`config.mk`:
```
export PLATFORM = sky130hd
export DESIGN_NAME = eir_top
export DESIGN_NICKNAME = d
export VERILOG_FILES = /design/src/hw/eir_pkg.sv /design/src/hw/eir_sticky.sv /design/src/hw/eir_top.sv
export VERILOG_INCLUDE_DIRS = /design/src /design/src/hw
export SDC_FILE = /design/constraint.sdc
export NUM_CORES = 1
export LEC_CHECK = 0
export BUFFER_PORTS_ARGS = -buffer_cell sky130_fd_sc_hd__buf_2
export CAP_MARGIN = 10
export CORE_MARGIN = 2
export CORE_UTILIZATION = 31
export DETAILED_ROUTE_END_ITERATION = 10
export GPL_TIMING_DRIVEN = 0
export PLACE_DENSITY = 0.59
export SETUP_SLACK_MARGIN = 0.5
export SLEW_MARGIN = 20
export SYNTH_ARGS = -nofsm -noshare
export SYNTH_HDL_FRONTEND = slang
export SYNTH_SLANG_ARGS = --single-unit
export TNS_END_PERCENT = 5
```
`constraint.sdc`:
```
create_clock -name clk_sys -period 1.2 [get_ports clk_sys]
set_input_delay 0.12 -clock clk_sys [delete_from_list [all_inputs] [get_ports clk_sys]]
set_output_delay 0.12 -clock clk_sys [all_outputs]
set_load 0.05 [all_outputs]
```
`src/hw/eir_cfg.svh`:
```
// Purpose: Constants of the error and interrupt routing block
// Assumes: Included by the package, by eir_top, by eir_properties and by tb_top
// Notes:   Vectors are vector table offsets, levels are priority levels
`ifndef EIR_CFG_SVH
`define EIR_CFG_SVH

// Field widths
`define EIR_CODE_W   8
`define EIR_VEC_W    12
`define EIR_IPL_W    5
`define EIR_DIRQ_W   4

// Vector table entries
`define EIR_VEC_MCHK 12'h004
`define EIR_VEC_SOFT 12'h054
`define EIR_VEC_HARD 12'h060

// Priority levels
`define EIR_IPL_MCHK 5'h1F
`define EIR_IPL_HARD 5'h1D
`define EIR_IPL_SOFT 5'h1A
`define EIR_IPL_DEV0 5'h14

// Bit positions in the pending vector
`define EIR_K_MCHK   0
`define EIR_K_HARD   1
`define EIR_K_SOFT   2
`define EIR_K_N      3

// Reset values
`define EIR_RST_CODE 8'h00
`define EIR_RST_PEND 3'h0
`define EIR_RST_DIRQ 4'h0

`endif

```
`src/hw/eir_pkg.sv`:
```
// Purpose: Types of the error and interrupt routing block
// Assumes: eir_cfg.svh holds the widths
// Notes:   No constants live here, only types
`include "eir_cfg.svh"

package eir_pkg;

  typedef enum logic [1:0] {
    eir_sev_none,
    eir_sev_soft,
    eir_sev_hard,
    eir_sev_mchk
  } eir_sev_type;

  typedef enum logic [1:0] {
    eir_src_core,
    eir_src_memctl,
    eir_src_adapter,
    eir_src_io
  } eir_src_type;

  typedef enum logic [1:0] {
    eir_kind_mchk,
    eir_kind_hard,
    eir_kind_soft
  } eir_kind_type;

  typedef struct packed {
    logic                     valid;
    logic                     dma;
    eir_sev_type              sev;
    logic [`EIR_CODE_W-1:0]   code;
  } eir_err_type;

  typedef struct packed {
    logic                     valid;
    eir_kind_type             kind;
    eir_src_type              src;
    logic [`EIR_VEC_W-1:0]    vector;
    logic [`EIR_IPL_W-1:0]    interrupt_priority_level;
  } eir_core_req_type;

  typedef struct packed {
    logic                     valid;
    logic                     from_memctl;
    logic                     from_adapter;
    logic [`EIR_CODE_W-1:0]   code;
  } eir_dma_ret_type;

endpackage : eir_pkg

```
`src/hw/eir_sticky.sv`:
```
// Purpose: Bank of sticky flags, set by hardware, cleared by software
// Assumes: set and clear come from logic on clk_sys
// Notes:   A set in the cycle of a clear wins
`timescale 1ns/1ps
`default_nettype none

module eir_sticky #(
  parameter int W = 8
) (
  // Clock and reset
  input  wire logic         clk_sys,
  input  wire logic         arst_n,
  // Per bit set and clear
  input  wire logic [W-1:0] set,
  input  wire logic [W-1:0] clear,
  // Held flags
  output logic      [W-1:0] state
);

  logic [W-1:0] next_state;

  genvar i;
  generate
    for (i = 0; i < W; i = i + 1)
    begin : g_bit
      always_comb
      begin
        // Held until cleared; a fresh event overrides the clear
        next_state[i] = (state[i] & ~clear[i]) | set[i];
      end
    end
  endgenerate

  always_ff @(posedge clk_sys or negedge arst_n)
  begin
    if (!arst_n)
      state <= '0;
    else
      state <= next_state;
  end

endmodule : eir_sticky

`default_nettype wire

```
`src/hw/eir_top.sv`:
```
// Purpose: Routes error reports into machine checks, error interrupts
//          or returns to the requesting device, and latches error state
// Assumes: All reports come from logic on clk_sys, one-cycle pulses
// Notes:   Machine check outranks hard, hard outranks soft
//
// Contract
// - A core-internal error raises a machine check at entry 004 or a soft interrupt at 1A, 054.
// - An error seen by the memory controller or bus adapter outside the core is posted to it.
// - A posted external error becomes a machine check 004, hard interrupt 1D 060, or soft 054.
// - The bus adapter posts an io side device error to the core as machine check or interrupt.
// - A DMA error found by adapter or memory controller returns to the device, not the core.
// - Memory controller and bus adapter latch detected error state for later reading.
`timescale 1ns/1ps
`default_nettype none
`include "eir_cfg.svh"

module eir_top #(
  parameter int CODE_W = `EIR_CODE_W
) (
  // Clock and reset
  input  wire logic                      clk_sys,
  input  wire logic                      arst_n,
  // Error reports
  input  wire eir_pkg::eir_err_type      core_err,
  input  wire eir_pkg::eir_err_type      memctl_err,
  input  wire eir_pkg::eir_err_type      adapter_err,
  input  wire eir_pkg::eir_err_type      io_dev_err,
  // Request to the core
  output eir_pkg::eir_core_req_type      core_req,
  input  wire logic                      core_ack,
  // DMA error return to the io side bus
  output eir_pkg::eir_dma_ret_type       dma_ret,
  // Device level interrupts, levels 14 to 17
  input  wire logic [`EIR_DIRQ_W-1:0]    dev_irq_in,
  output logic      [`EIR_DIRQ_W-1:0]    dev_irq_out,
  // Latched state for polling
  output logic      [CODE_W-1:0]         memctl_state,
  output logic      [CODE_W-1:0]         adapter_state,
  output logic      [1:0]                polled_state,
  output logic      [`EIR_K_N-1:0]       overrun_state,
  // Software clears
  input  wire logic [CODE_W-1:0]         memctl_clear,
  input  wire logic [CODE_W-1:0]         adapter_clear,
  input  wire logic [1:0]                polled_clear,
  input  wire logic [`EIR_K_N-1:0]       overrun_clear
);

  typedef enum logic {
    st_idle,
    st_post
  } eir_state_type;

  eir_state_type              state;
  eir_state_type              next_state;
  logic [`EIR_K_N-1:0]        pend;
  logic [`EIR_K_N-1:0]        next_pend;
  logic [`EIR_K_N-1:0]        set_pend;
  logic [`EIR_K_N-1:0]        clr_pend;
  eir_pkg::eir_src_type       src [`EIR_K_N];
  eir_pkg::eir_src_type       next_src [`EIR_K_N];
  eir_pkg::eir_core_req_type  next_req;
  eir_pkg::eir_dma_ret_type   next_ret;
  logic [`EIR_DIRQ_W-1:0]     next_dirq;
  logic [CODE_W-1:0]          memctl_set;
  logic [CODE_W-1:0]          adapter_set;
  logic [1:0]                 polled_set;
  logic [`EIR_K_N-1:0]        overrun_set;
  logic                       mem_post;
  logic                       ada_post;
  logic                       io_post;

  // A report that goes to the core: non-DMA, with a severity
  function automatic logic eir_posts(input eir_pkg::eir_err_type e);
    eir_posts = e.valid & ~e.dma & (e.sev != eir_pkg::eir_sev_none);
  endfunction : eir_posts

  // Events into pending kinds
  always_comb
  begin
    mem_post = eir_posts(memctl_err);
    ada_post = eir_posts(adapter_err);
    // Errors of core transactions on the io side arrive via the adapter
    io_post  = io_dev_err.valid & (io_dev_err.sev != eir_pkg::eir_sev_none);
    set_pend = '0;
    // Core errors only take the machine check or soft path; hard maps up
    if (core_err.valid && core_err.sev != eir_pkg::eir_sev_none)
    begin
      if (core_err.sev == eir_pkg::eir_sev_soft)
        set_pend[`EIR_K_SOFT] = 1'b1;
      else
        set_pend[`EIR_K_MCHK] = 1'b1;
    end
    if (mem_post && memctl_err.sev == eir_pkg::eir_sev_mchk)
      set_pend[`EIR_K_MCHK] = 1'b1;
    if (mem_post && memctl_err.sev == eir_pkg::eir_sev_hard)
      set_pend[`EIR_K_HARD] = 1'b1;
    if (mem_post && memctl_err.sev == eir_pkg::eir_sev_soft)
      set_pend[`EIR_K_SOFT] = 1'b1;
    if (ada_post && adapter_err.sev == eir_pkg::eir_sev_mchk)
      set_pend[`EIR_K_MCHK] = 1'b1;
    if (ada_post && adapter_err.sev == eir_pkg::eir_sev_hard)
      set_pend[`EIR_K_HARD] = 1'b1;
    if (ada_post && adapter_err.sev == eir_pkg::eir_sev_soft)
      set_pend[`EIR_K_SOFT] = 1'b1;
    // High-level only: soft io reports are raised to hard
    if (io_post && io_dev_err.sev == eir_pkg::eir_sev_mchk)
      set_pend[`EIR_K_MCHK] = 1'b1;
    if (io_post && io_dev_err.sev != eir_pkg::eir_sev_mchk)
      set_pend[`EIR_K_HARD] = 1'b1;
  end

  // Source of each kind; the lowest-priority source is applied first
  always_comb
  begin
    for (int k = 0; k < `EIR_K_N; k++)
      next_src[k] = src[k];
    if (io_post)
      next_src[(io_dev_err.sev == eir_pkg::eir_sev_mchk) ? `EIR_K_MCHK : `EIR_K_HARD]
        = eir_pkg::eir_src_io;
    if (ada_post)
      next_src[(adapter_err.sev == eir_pkg::eir_sev_mchk) ? `EIR_K_MCHK :
               (adapter_err.sev == eir_pkg::eir_sev_hard) ? `EIR_K_HARD : `EIR_K_SOFT]
        = eir_pkg::eir_src_adapter;
    if (mem_post)
      next_src[(memctl_err.sev == eir_pkg::eir_sev_mchk) ? `EIR_K_MCHK :
               (memctl_err.sev == eir_pkg::eir_sev_hard) ? `EIR_K_HARD : `EIR_K_SOFT]
        = eir_pkg::eir_src_memctl;
    if (core_err.valid && core_err.sev != eir_pkg::eir_sev_none)
      next_src[(core_err.sev == eir_pkg::eir_sev_soft) ? `EIR_K_SOFT : `EIR_K_MCHK]
        = eir_pkg::eir_src_core;
  end

  // Posting machine: one request at a time, held until the core takes it
  always_comb
  begin
    next_state = state;
    next_req   = core_req;
    clr_pend   = '0;
    case (state)
      st_idle:
      begin
        if (pend[`EIR_K_MCHK])
        begin
          next_req.kind   = eir_pkg::eir_kind_mchk;
          next_req.src    = src[`EIR_K_MCHK];
          next_req.vector = `EIR_VEC_MCHK;
          next_req.interrupt_priority_level    = `EIR_IPL_MCHK;
        end
        else if (pend[`EIR_K_HARD])
        begin
          next_req.kind   = eir_pkg::eir_kind_hard;
          next_req.src    = src[`EIR_K_HARD];
          next_req.vector = `EIR_VEC_HARD;
          next_req.interrupt_priority_level    = `EIR_IPL_HARD;
        end
        else
        begin
          next_req.kind   = eir_pkg::eir_kind_soft;
          next_req.src    = src[`EIR_K_SOFT];
          next_req.vector = `EIR_VEC_SOFT;
          next_req.interrupt_priority_level    = `EIR_IPL_SOFT;
        end
        next_req.valid = |pend;
        if (|pend)
          next_state = st_post;
      end
      st_post:
      begin
        if (core_ack)
        begin
          clr_pend[core_req.kind] = 1'b1;
          next_req.valid          = 1'b0;
          next_state              = st_idle;
        end
      end
      default:
      begin
        next_req.valid = 1'b0;
        next_state     = st_idle;
      end
    endcase
    // A new event of the kind being acknowledged stays pending
    next_pend   = (pend & ~clr_pend) | set_pend;
    overrun_set = set_pend & pend & ~clr_pend;
  end

  always_ff @(posedge clk_sys or negedge arst_n)
  begin
    if (!arst_n)
    begin
      state    <= st_idle;
      pend     <= `EIR_RST_PEND;
      core_req <= '0;
      for (int k = 0; k < `EIR_K_N; k++)
        src[k] <= eir_pkg::eir_src_core;
    end
    else
    begin
      state    <= next_state;
      pend     <= next_pend;
      core_req <= next_req;
      for (int k = 0; k < `EIR_K_N; k++)
        src[k] <= next_src[k];
    end
  end

  // DMA returns and device interrupt forwarding
  always_comb
  begin
    next_ret.from_memctl  = memctl_err.valid & memctl_err.dma;
    next_ret.from_adapter = adapter_err.valid & adapter_err.dma;
    next_ret.valid        = next_ret.from_memctl | next_ret.from_adapter;
    next_ret.code         = (next_ret.from_memctl ? memctl_err.code : `EIR_RST_CODE)
                          | (next_ret.from_adapter ? adapter_err.code : `EIR_RST_CODE);
    // The device answers a DMA error with its own interrupt via the adapter
    next_dirq             = dev_irq_in;
  end

  always_ff @(posedge clk_sys or negedge arst_n)
  begin
    if (!arst_n)
    begin
      dma_ret     <= '0;
      dev_irq_out <= `EIR_RST_DIRQ;
    end
    else
    begin
      dma_ret     <= next_ret;
      dev_irq_out <= next_dirq;
    end
  end

  // Latched error state; DMA errors also mark the polled flags
  always_comb
  begin
    memctl_set  = memctl_err.valid ? memctl_err.code : `EIR_RST_CODE;
    adapter_set = (adapter_err.valid ? adapter_err.code : `EIR_RST_CODE)
                | (io_dev_err.valid ? io_dev_err.code : `EIR_RST_CODE);
    // No error interrupt reaches the core for these, so software must find them by polling
    polled_set  = {next_ret.from_adapter, next_ret.from_memctl};
  end

  eir_sticky #(.W(CODE_W)) u_memctl_state (
    .clk_sys (clk_sys),
    .arst_n  (arst_n),
    .set     (memctl_set),
    .clear   (memctl_clear),
    .state   (memctl_state)
  );

  eir_sticky #(.W(CODE_W)) u_adapter_state (
    .clk_sys (clk_sys),
    .arst_n  (arst_n),
    .set     (adapter_set),
    .clear   (adapter_clear),
    .state   (adapter_state)
  );

  eir_sticky #(.W(2)) u_polled_state (
    .clk_sys (clk_sys),
    .arst_n  (arst_n),
    .set     (polled_set),
    .clear   (polled_clear),
    .state   (polled_state)
  );

  // Overrun marks a second event of a kind merged into one request
  eir_sticky #(.W(`EIR_K_N)) u_overrun_state (
    .clk_sys (clk_sys),
    .arst_n  (arst_n),
    .set     (overrun_set),
    .clear   (overrun_clear),
    .state   (overrun_state)
  );

endmodule : eir_top

`default_nettype wire

```
Word level (Yosys, flattened, before mapping)
Cells that the tools add are included.
Operators by class
  $lt $le $gt $ge: 10
  equality and inequality tests: 10
  multiplexer cells: 46
  bitwise gates (word level): 94
  reductions and logical operators: 19
Operators by type and width (number)
  $ge A32 B3 Y1 const B: 4
  $lt A32 B1 Y1 const B: 4
  $not A2 Y32: 3
  $mux W21: 2
  $mux W8: 5
  $not A1 Y32: 1
  $and A1 B1 Y1: 28
  $mux W6: 4
  $not A1 Y1: 24
  $or A1 B1 Y1: 22
  $mux W2: 9
  $mux W1: 17
  $demux W2 S2: 4
  $or A8 B8 Y8: 2
  $and A3 B3 Y3: 5
  $logic_and A1 B1 Y1: 14
  $eq A2 B2 Y1 const B: 5
  $not A3 Y3: 3
  $or A3 B3 Y3: 3
  $reduce_bool A2 Y1: 4
  $and A6 B6 Y6: 1
  $eq A2 B1 Y1 const B: 3
  $mux W3: 2
  $not A6 Y6: 1
  other kinds (7): 9
Storage, ports and cells
  register bits: 68
  bits of input ports: 76
  output and inout bits: 58
  word-level logic and storage cells: 198

Longest topological paths before layout
Gate-level depths: netlist of run 1.
  depth after elaboration: 15
  mapped depth: 4
  depth with buffers taken out: 3

By module
A second synthesis of run 1 with hierarchy kept.
Unflattened totals
  cell total of the unflattened synthesis: 206
  area, all modules: 2399.8 um2
By module, submodules not included
  eir_top: instances 1, cells an instance 143, area each 1637.8 um2, seq. area each 850.8 um2
  eir_sticky (u_adapter_state ...): instances 2, cells an instance 24, area each 290.3 um2, seq. area each 200.2 um2
  eir_sticky (u_overrun_state): instances 1, cells an instance 9, area each 108.9 um2, seq. area each 75.1 um2
  eir_sticky (u_polled_state): instances 1, cells an instance 6, area each 72.6 um2, seq. area each 50.0 um2

Least setup slack after synthesis of run 1
OpenSTA, ideal clock, no wires.
  path kind: reg2reg
  start: register core_req[19] (netlist name)
  end: register pend[0]
  library setup time: 0.126 ns
  arrival: 1.171 ns
  data required time: 1.074 ns
  slack: -0.097 ns
  cell stages (with the launch flop): 4
  path buffers: 0
  clock period less this slack: 1.297 ns
  cell sequence: dfrtp_1 -> nand4bb_1 -> a221oi_1 -> nand2_1
On the way
  word-level cells in the longest chain between the ends: 9
  elaborated cells between the ends (all ways): 10
  those cells by class: 2 x order compare; 4 x mux; 3 x bitwise; 1 x reduce/logical
Ends and longest elaborated chain
  from (decl): line eir_top.sv:29  | output eir_pkg::eir_core_req_type core_req,
  from (signal assigned): line eir_top.sv:201  | core_req <= next_req;
  $lt A2 B3 Y1 (not written as such) or $ge A2 B1 Y1 (tied branches): line eir_top.sv:171  | clr_pend[core_req.kind] = 1'b1;
  $logic_and A1 B1 Y1 (not written as such): line eir_top.sv:171
  $mux W1 (not written as such): line eir_top.sv:171
  $demux W1 S2 *: line eir_top.sv:171
  $mux W3 *: line eir_top.sv:169  | if (core_ack)
  $mux W3 *: line eir_top.sv:139  | case (state)
  $not A3 Y3 *: line eir_top.sv:183  | next_pend = (pend & ~clr_pend) | set_pend;
  $and A3 B3 Y3 *: line eir_top.sv:183
  $or A3 B3 Y3 *: line eir_top.sv:183
  named net next_pend[0]: line eir_top.sv:56  | logic [`EIR_K_N-1:0] next_pend;
  to (signal assigned): line eir_top.sv:192  | pend <= `EIR_RST_PEND;
  to (signal assigned): line eir_top.sv:200  | pend <= next_pend;
  to (decl): line eir_top.sv:55  | logic [`EIR_K_N-1:0] pend;
The timed path passes the listed nets; every way through them passes the cells marked *.
A chain may end at the register's enable or synchronous reset.

Worst setup path in the final report of run 1
  start: register core_req[19] (netlist name)
  end: output port core_req[19] (netlist name)
No word-level cell between the ends.

==> out/qor.csv, run 1 <==
metric;value;unit
ys_ff_latch;55;
synth_edf_count;0;
numPortBuffers;115;
overflow;0;
final_layout_size_suffix_gt1_share;47.8;%
topRoutingLayerUsed;met4;
synthTopCellsByCount;dfrtp_1 (55), inv_1 (18), nand2_1 (16), o21ai_0 (16), buf_4 (14);
worstMarginPinSlew;0.694;ns
setup_tns;0;ns
hold_path_class;in2async;
intPower;0.00305;W
diodes;0;
clkTransAtPathRegs;0.10;ns
vias;2025;
cts_hold_buf;18;
start_util;32.2;%
drt_first_pass_iters;4;
ant_nets;0;
ys.flop_type;dfrtp_1;
power.density;1420;nW/um^2
start_kind;flip-flop;
synth_adder_area_share;0;%
grt_usage;15.5;%
finalClockSkew;0.00702;ns
yosysTopAreaCell;dfrtp_1;
yosysMostFrequentCell;dfrtp_1;
grt_pass1_vias;2102;
synthSimpleGateAreaFrac;13.4;%
worstSetupPathType;reg2out;
synth-async-reset-ratio;100;%
coreArea;7290;um^2
cts_buffers;5;
fin_crit_sh;95.2;%
first_iter_violations;40;
setup_viol;0;
postLayoutCellArea;3470;um^2
fillerInstances;733;
period_needed;1.14;ns
yosys_warnings;0;
synth_cell_type_count;43;
clockBufferDepth;2;
max_slew_margin;53.8;%
pwr-share-seq;44.1;%
violations;hold timing;
synth_seq_area_share;58.7;%
root_buffer;clkbuf_8;
post-route-drc-count;0;
cts_sinks;55;
cap_violations;0;
hold_viol_final;55;
antenna_found_initial;0;
p_switching;0.00186;W
dpl.hpwl;4380;um
worst-path-max-fanout;4;
multi_input_area;802;um^2
vdd_drop_max;0.555;mV
cts_tree;yes;
route.met2.wl;3050;um
wl;6250;um
synth_xor_area_share;0.374;%
syn_inst;202;
io_pins;134;
synth_top_family_by_area;compound AO/OA/AOI/OAI gates;
crit_required;1.08;ns
synth_compound_area_share;16.1;%
grt_pass1_wl;10200;um
p_sw_share;37.9;%
placed_area;3080;um^2
vias_per_cell;4.45;
cp.arrival;1.02;ns
outcome;finished, violations left;
p_leak;1.80;nW
wl_met3;539;um
clock_power_share;20.9;%
nets;431;
synth_area_leaders;dfrtp_1 (59%), buf_4 (4.5%), o21ai_0 (3.4%);
rows;31;
slew_viol_final;0;
whs;-0.149;ns
die_area;8280;um^2
avgSynthCellArea;11.6;um^2
p_comb_share;35.0;%
wl_met1;2590;um
synth_top_area_share;58.7;%
chipWidth;91.0;um
fmax;875;MHz
die_h;91.0;um
area_delta_synth_final;48.1;%
end_kind;primary output;
htree_levels;2;
seqCellArea;1380;um^2
grt_max_degree;56;
gp_congestion;0.764;
clk_latency;0.31;ns
routedWlPerCell;13.7;um
synth_mux_area_share;1.81;%
synth_area;2340;um^2
grt_setup_unrepaired;true;
metrics by stage:
step	util, %	std cells	worst slack, ns	hold slack (ns)	total power (W)
after floorplan	-	209	0.0141	-0.176	0.00331
after global placement	42.2	423	-0.131	0.235	0.00375
after detailed placement	42.2	423	-0.00104	0.216	0.00376
after CTS	47.4	455	0.0535	-0.130	0.00496
after global routing	47.6	455	0.0103	-0.0903	0.00518
final	47.6	455	0.0571	-0.149	0.00492
placed cells by master, fill, tap and decap left out, drive strengths merged, types with 3 or more instances in the layout:
cell type	instances
nand4b	3
buf	139
and4bb	4
dlygate4sd3	18
inv	20
o21ai	16
dfrtp	55
nand2	17
nor3	3
nor2b	8
a22oi	3
a21oi	11
a22o	8
a221o	5
conb	8
clkbuf	7
worst max-delay path, cell delays in order (launching register included):
cell     delay, ns
dfrtp_2       0.45
buf_6         0.13
buf_8         0.14
power by group through the flow:
stage	clock [W]	combinational, W	sequential [W]
after floorplan	0	0.000525	0.00278
after global placement	0	0.00155	0.00220
after detailed placement	0	0.00156	0.00220
final	0.00103	0.00172	0.00217
after global routing	0.00115	0.00183	0.00220
after CTS	0.00107	0.00172	0.00217
logic make-up (layout without fill, tap and decap cells):
| logic type | Yosys count | in the layout |
|---|---|---|
| DFF | 55 | 55 |
| AOI/OAI and AO/OA | 54 | 54 |
| and+or+nand+nor | 47 | 47 |
| buffers and inverters | 40 | 187 |
| muxes | 4 | 4 |
| other | 1 | 8 |
| xor gates and xnor gates | 1 | 1 |
what timing repair did:
item / CTS / global route
setup buffers: 6 / 0
gates resized for setup: 19 / 3
hold endpoints to repair: 73 / 55
endpoints found under the setup margin: 75 / 83
gates cloned: 0 / 0
cell type report:
class / instances / share of cell area (%)
sequential: 55 / 39.7
tap: 99 / 3.57
buffer: 20 / 4.72
clock buffer: 5 / 1.98
multi-input combinational: 114 / 23.1
timing repair buffer: 139 / 24.1
clock inverter: 3 / 0.577
inverter: 20 / 2.16
routing by layer:
metal  GRT usage, %  vias to the layer above
met5              0                        -
met4           4.17                        0
met3           5.48                        8
met2           27.2                       94
met1           17.7                      936
li1               -                      987
sequential cells by signal, summed over array words and instances, names as in the netlist:
signal and cells:
core_req 9, dev_irq_out 4, dma_ret 11, pend 3, src 6, state 1
u_adapter_state.state 8, u_memctl_state.state 8, u_overrun_state.state 3, u_polled_state.state 2
worst paths after layout:
kind,slack (ns),start,cells after the start,endpoint
setup reg to reg,0.09,pend[1],4,core_req[18]
hold / removal,-0.15,arst_n,1,u_overrun_state.state[2]
hold reg to reg,0.48,core_req[11],1,core_req[11]
setup / recovery,0.06,core_req[19],2,core_req[19]
max in group asynchronous,0.85,arst_n,1,u_overrun_state.state[0]
min in group clk_sys,0.01,memctl_clear[4],2,u_memctl_state.state[4]
(Power assumes the default switching activity.)
==> inputs of run 2 (changes only) <==
==> constraint.sdc (replaced) <==
create_clock -name clk_sys -period 1.2 [get_ports clk_sys]
set_input_delay 0.12 -clock clk_sys [delete_from_list [all_inputs] [get_ports clk_sys]]
set_output_delay 0.12 -clock clk_sys [all_outputs]
set_load 0.02 [all_outputs]
==> run 2 against run 1 <==
The run still ends with hold timing left. Utilization rose by 5.9 points. Clock-buffer cell count rose by 1. Hold slack got worse by 0.0092 ns. Routed wire length rose by 5.0%. Critical path depth rose by 1. Largest power group unchanged. Highest routed layer unchanged.
==> out/qor.csv, run 2 (synthesis gave the netlist of run 1 again) <==
metric;value;unit
cap_violations;0;
grt_setup_unrepaired;true;
final_common_cell;buf_2;
ant_nets;0;
cp.depth;3;
worstSetupPathType;reg2reg;
drt_first_pass_iters;4;
setup_viol;0;
reg2reg_depth;3;
clkTransAtPathRegs;0.10;ns
crit_buf_inv;0;
end_kind;flip-flop;
clk_latency;0.31;ns
diodes;0;
pre_cts_slack;0.00428;ns
crit_required;1.40;ns
chipWidth;91.0;um
outcome;finished, violations left;
multi_input_area;913;um^2
worst-path-max-fanout;6;
vdd_drop_max;0.469;mV
fin_crit_sh;96.8;%
top_regs;dma_ret: 11 flops, core_req: 9 flops;
wl;6560;um
area_delta_synth_final;66.5;%
die_area;8280;um^2
worstMarginPinSlew;0.683;ns
largest_reg_flops;11;
cp.arrival;1.36;ns
root_buffer;clkbuf_8;
max_slew_margin;54.4;%
nets;429;
period_needed;1.16;ns
grt_pass1_wl;10200;um
coreArea;7290;um^2
slowest_delay;0.46;ns
cp_slowest_cell;dfrtp_2;
post-route-drc-count;0;
regMostFlops;dma_ret;
dpl.hpwl;4540;um
numPortBuffers;115;
cts_buffers;5;
die_h;91.0;um
fmax;861;MHz
cts_tree;yes;
whs;-0.159;ns
finalClockSkew;0.00542;ns
clockBufferDepth;2;
grt_usage;15.6;%
io_pins;134;
final_layout_size_suffix_gt1_share;51.1;%
grt_max_degree;56;
htree_levels;2;
violations;hold timing;
rows;31;
slew_viol_final;0;
start_kind;flip-flop;
fillerInstances;683;
antenna_found_initial;0;
overflow;0;
power.density;1300;nW/um^2
grt_pass1_vias;2086;
cts_sinks;55;
fin_ws;0.0382;ns
first_iter_violations;65;
start_util;32.2;%
routedWlPerCell;14.5;um
seqCellArea;1380;um^2
p_leak;1.98;nW
cp_top_family;flip-flops;
vias_per_cell;4.54;
mostFrequentLayoutCells;buf_2 (66), buf_6 (59), dfrtp_1 (53);
path_cells;nand4bb_4 > a221oi_4 > nand2_1;
gp_congestion;0.763;
hold_viol_final;55;
vias;2056;
hold_path_class;in2async;
==> run 2: cell type report <==
cell class,count,area share [%]
Sequential cell,55,35.3
Timing Repair Buffer,137,28.3
Multi-Input combinational cell,114,23.4
Buffer,20,4.87
Tap cell,99,3.17
Clock buffer,6,2.12
Inverter,20,1.92
Clock inverter,2,0.897
==> run 2: stage by stage <==
step                cells  instance area (um^2)  util, %  TNS, ns  total power, W
CTS                   451                  3440     47.2        0         0.00470
global placement      423                  3070     42.1    -3.27         0.00328
finish                453                  3900     53.5        0         0.00506
detailed placement    423                  3080     42.2        0         0.00330
floorplan             209                  2370        -        0         0.00284
global route          453                  3900     53.5  -0.0104         0.00528
==> run 2: worst paths after layout <==
path	slack, ns	end	startpoint
hold reg to reg	0.52	core_req[11]	core_req[11]
max in group asynchronous	0.89	core_req[9]	arst_n
min in group clk_sys	0.02	u_memctl_state.state[0]	memctl_err[0]
hold / removal	-0.16	core_req[11]	arst_n
setup / recovery	0.04	pend[0]	core_req[9]
setup reg to reg	0.04	pend[0]	core_req[9]
==> run 2: metal layers <==
| metal | part of all wire [%] | wire (um) | vias to the layer above | track usage, % |
|---|---|---|---|---|
| met5 | 0 | 0 | - | 0 |
| met4 | 1.2 | 78 | 0 | 4.55 |
| met3 | 8.9 | 587 | 5 | 5.56 |
| met2 | 51 | 3330 | 88 | 26.7 |
| met1 | 39 | 2570 | 977 | 18.4 |
| li1 | - | - | 986 | - |
==> run 2: power by group <==
part	switching (W)	internal, W	leakage, nW
Clock	0.000605	0.000676	0.0612
Combinational	0.000724	0.000832	1.27
Sequential	0.000162	0.00206	0.646
==> run 2: what timing repair did <==
| item | 4_1_cts | 5_1_grt |
|---|---|---|
| endpoints found under the hold margin | 74 | 56 |
| hold buffers | 18 | 1 |
| gates resized for setup | 14 | 135 |
| buffers inserted | 2 | 1 |
| setup endpoints to repair | 74 | 81 |
| pin swaps | 0 | 12 |
==> inputs of run 3 (changes only) <==
Settings changed: BUFFER_PORTS_ARGS -buffer_cell sky130_fd_sc_hd__buf_2 to unset, DONT_BUFFER_PORTS set to 1, PLACE_DENSITY 0.59 to 0.44, SYNTH_HIERARCHICAL set to 1.
==> run 3 against run 2 <==
The flow still finishes with violations (hold timing). Hold slack got worse by 0.33 ns. Clock skew barely moved. Via count fell by 16%. Flip-flop and latch count did not move. Sequential power rose by 10%.
==> out/qor.csv, run 3 <==
metric;value;unit
antenna_found_initial;0;
synth_edf_count;0;
ant_nets;0;
vias_per_cell;4.72;
area_delta_synth_final;35.1;%
synth-async-reset-ratio;100;%
cts_hold_buf;44;
synth_area;2400;um^2
gp_congestion;0.715;
synth_cell_type_count;39;
finalClockSkew;0.00561;ns
setup_viol;0;
die_area;8460;um^2
fmax;850;MHz
pre_cts_slack;-0.00290;ns
cap_violations;0;
grt_max_degree;56;
clockBufferDepth;2;
synth_seq_area_share;57.4;%
fin_ws;0.0238;ns
dpl.hpwl;3960;um
largest_reg_flops;11;
overflow;0;
avgSynthCellArea;11.6;um^2
wl_met3;356;um
coreArea;7610;um^2
worst-path-max-fanout;6;
violations;hold timing;
io_pins;134;
diodes;0;
htree_levels;2;
placed_area;2560;um^2
cts_sinks;55;
start_kind;flip-flop;
clock_power_share;24.4;%
vdd_drop_max;0.480;mV
numPortBuffers;0;
drt_first_pass_iters;4;
worstSetupPathType;reg2reg;
intPower;0.00296;W
outcome;finished, violations left;
hold_path_class;in2async;
cts_tree;yes;
yosys_warnings;6;
first_iter_violations;32;
cts_buffers;5;
final_layout_size_suffix_gt1_share;27.1;%
grt_usage;13.8;%
period_needed;1.18;ns
chipWidth;92.0;um
route.met2.wl;2900;um
synthTopCellsByCount;dfrtp_1 (55), a21o_1 (23), inv_1 (22), a22o_1 (17), buf_4 (14);
whs;-0.493;ns
hold_viol_final;55;
grt_pass1_vias;1856;
ys_ff_latch;55;
vias;1736;
yosysMostFrequentCell;dfrtp_1;
power.density;1310;nW/um^2
p_switching;0.00128;W
rrSetupSlack;0.02;ns
reg2reg_depth;4;
grt_pass1_wl;9210;um
nets;342;
cp_slowest_cell;dfrtp_2;
postLayoutCellArea;3240;um^2
p_sw_share;30.2;%
synth_area_leaders;dfrtp_1 (57%), a21o_1 (7.2%), a22o_1 (6.2%);
routedWlPerCell;16.2;um
crit_required;1.40;ns
synth_top_area_share;57.4;%
cp.arrival;1.37;ns
wl;5950;um
final_common_cell;dlygate4sd3_1;
fin_crit_sh;98.0;%
ys.flop_type;dfrtp_1;
regMostFlops;dma_ret;
clk_latency;0.30;ns
fillerInstances;759;
slew_viol_final;0;
crit_buf_inv;0;
top_regs;dma_ret: 11 flops, core_req: 9 flops;
p_comb_share;17.8;%
topRoutingLayerUsed;met4;
cp_top_family;flip-flops;
end_kind;flip-flop;
slowest_delay;0.52;ns
pwr-share-seq;57.8;%
path_cells;nand2b_1 > o21ai_2 > nor2_1 > a21o_1;
syn_inst;206;
mostFrequentLayoutCells;dlygate4sd3_1 (42), dfrtp_1 (31), dfrtp_2 (24);
clkTransAtPathRegs;0.09;ns
rr_endpoint;u_overrun_state/state[2];
regToRegStartpoint;core_req[19];
grt_setup_unrepaired;true;
yosysTopAreaCell;dfrtp_1;
post-route-drc-count;0;
rows;32;
start_util;31.5;%
die_h;92.0;um
setup_tns;0;ns
root_buffer;clkbuf_8;
wl_met1;2630;um
p_leak;1.59;nW
## run 3: how the worst max path moves through the flow
stage	slack, ns	from	cells after the start	endpoint
final	0.02	core_req[19]	4	u_overrun_state/state[2]
after global routing	-0.04	core_req[19]	4	u_overrun_state/state[2]
after CTS	0.009	core_req[19]	4	u_overrun_state/state[2]
after detailed placement	-0.003	core_req[9]	4	u_overrun_state/state[1]
after global placement	-0.007	core_req[9]	4	u_overrun_state/state[1]
after floorplan	0.13	core_req[19]	4	u_overrun_state/state[2]
## run 3: kinds of logic (layout without fill, tap and decap cells)
group / count (synthesis) / in the layout / share of synthesized area, %
other cells: 1 / 8 / 0.156
xor+xnor: 1 / 1 / 0.365
mux: 4 / 4 / 1.77
simple gates: 44 / 44 / 12.0
compound gates: 58 / 58 / 18.9
buf+inv: 43 / 96 / 9.49
flops: 55 / 55 / 57.4
## run 3: final cells by class
cell class | count | area [um^2] | share of cell area (%)
tap | 102 | 128 | 3.94
sequential | 55 | 1410 | 43.4
buffer | 21 | 164 | 5.05
clock inverter | 1 | 5.00 | 0.154
inverter | 22 | 82.6 | 2.55
multi-input combinational | 115 | 915 | 28.2
clock buffer | 6 | 82.6 | 2.55
timing repair buffer | 46 | 460 | 14.2
## run 3: repair_timing
| item | 4_1_cts | 5_1_grt |
|---|---|---|
| buffers inserted | 2 | 0 |
| pin swaps | 3 | 21 |
| hold endpoints to repair | 93 | 55 |
| resized for setup | 7 | 38 |
| setup endpoints to repair | 88 | 90 |
## run 3: routing by layer
metal / vias to the layer above / track usage (%)
met5: - / 0
met4: 0 / 4.35
met3: 6 / 3.62
met2: 66 / 22.5
met1: 865 / 18.1
li1: 799 / -
## run 3: power by group through the flow
stage	sequential (W)	clock, W	combinational, W
floorplan	0.00241	0	0.000460
CTS	0.00243	0.00110	0.000699
global route	0.00248	0.00116	0.000821
global placement	0.00246	0	0.000529
finish	0.00245	0.00104	0.000753
detailed placement	0.00246	0	0.000536
## run 3: metrics by stage
stage | power [W] | utilization, % | hold WS [ns] | std cells
2_1_floorplan | 0.00287 | - | -0.176 | 213
3_3_place_gp | 0.00299 | 33.7 | -0.174 | 315
3_5_place_dp | 0.00300 | 33.7 | -0.174 | 315
4_1_cts | 0.00424 | 41.3 | -0.515 | 368
5_1_grt | 0.00446 | 42.6 | -0.522 | 368
6_report | 0.00424 | 42.6 | -0.493 | 368
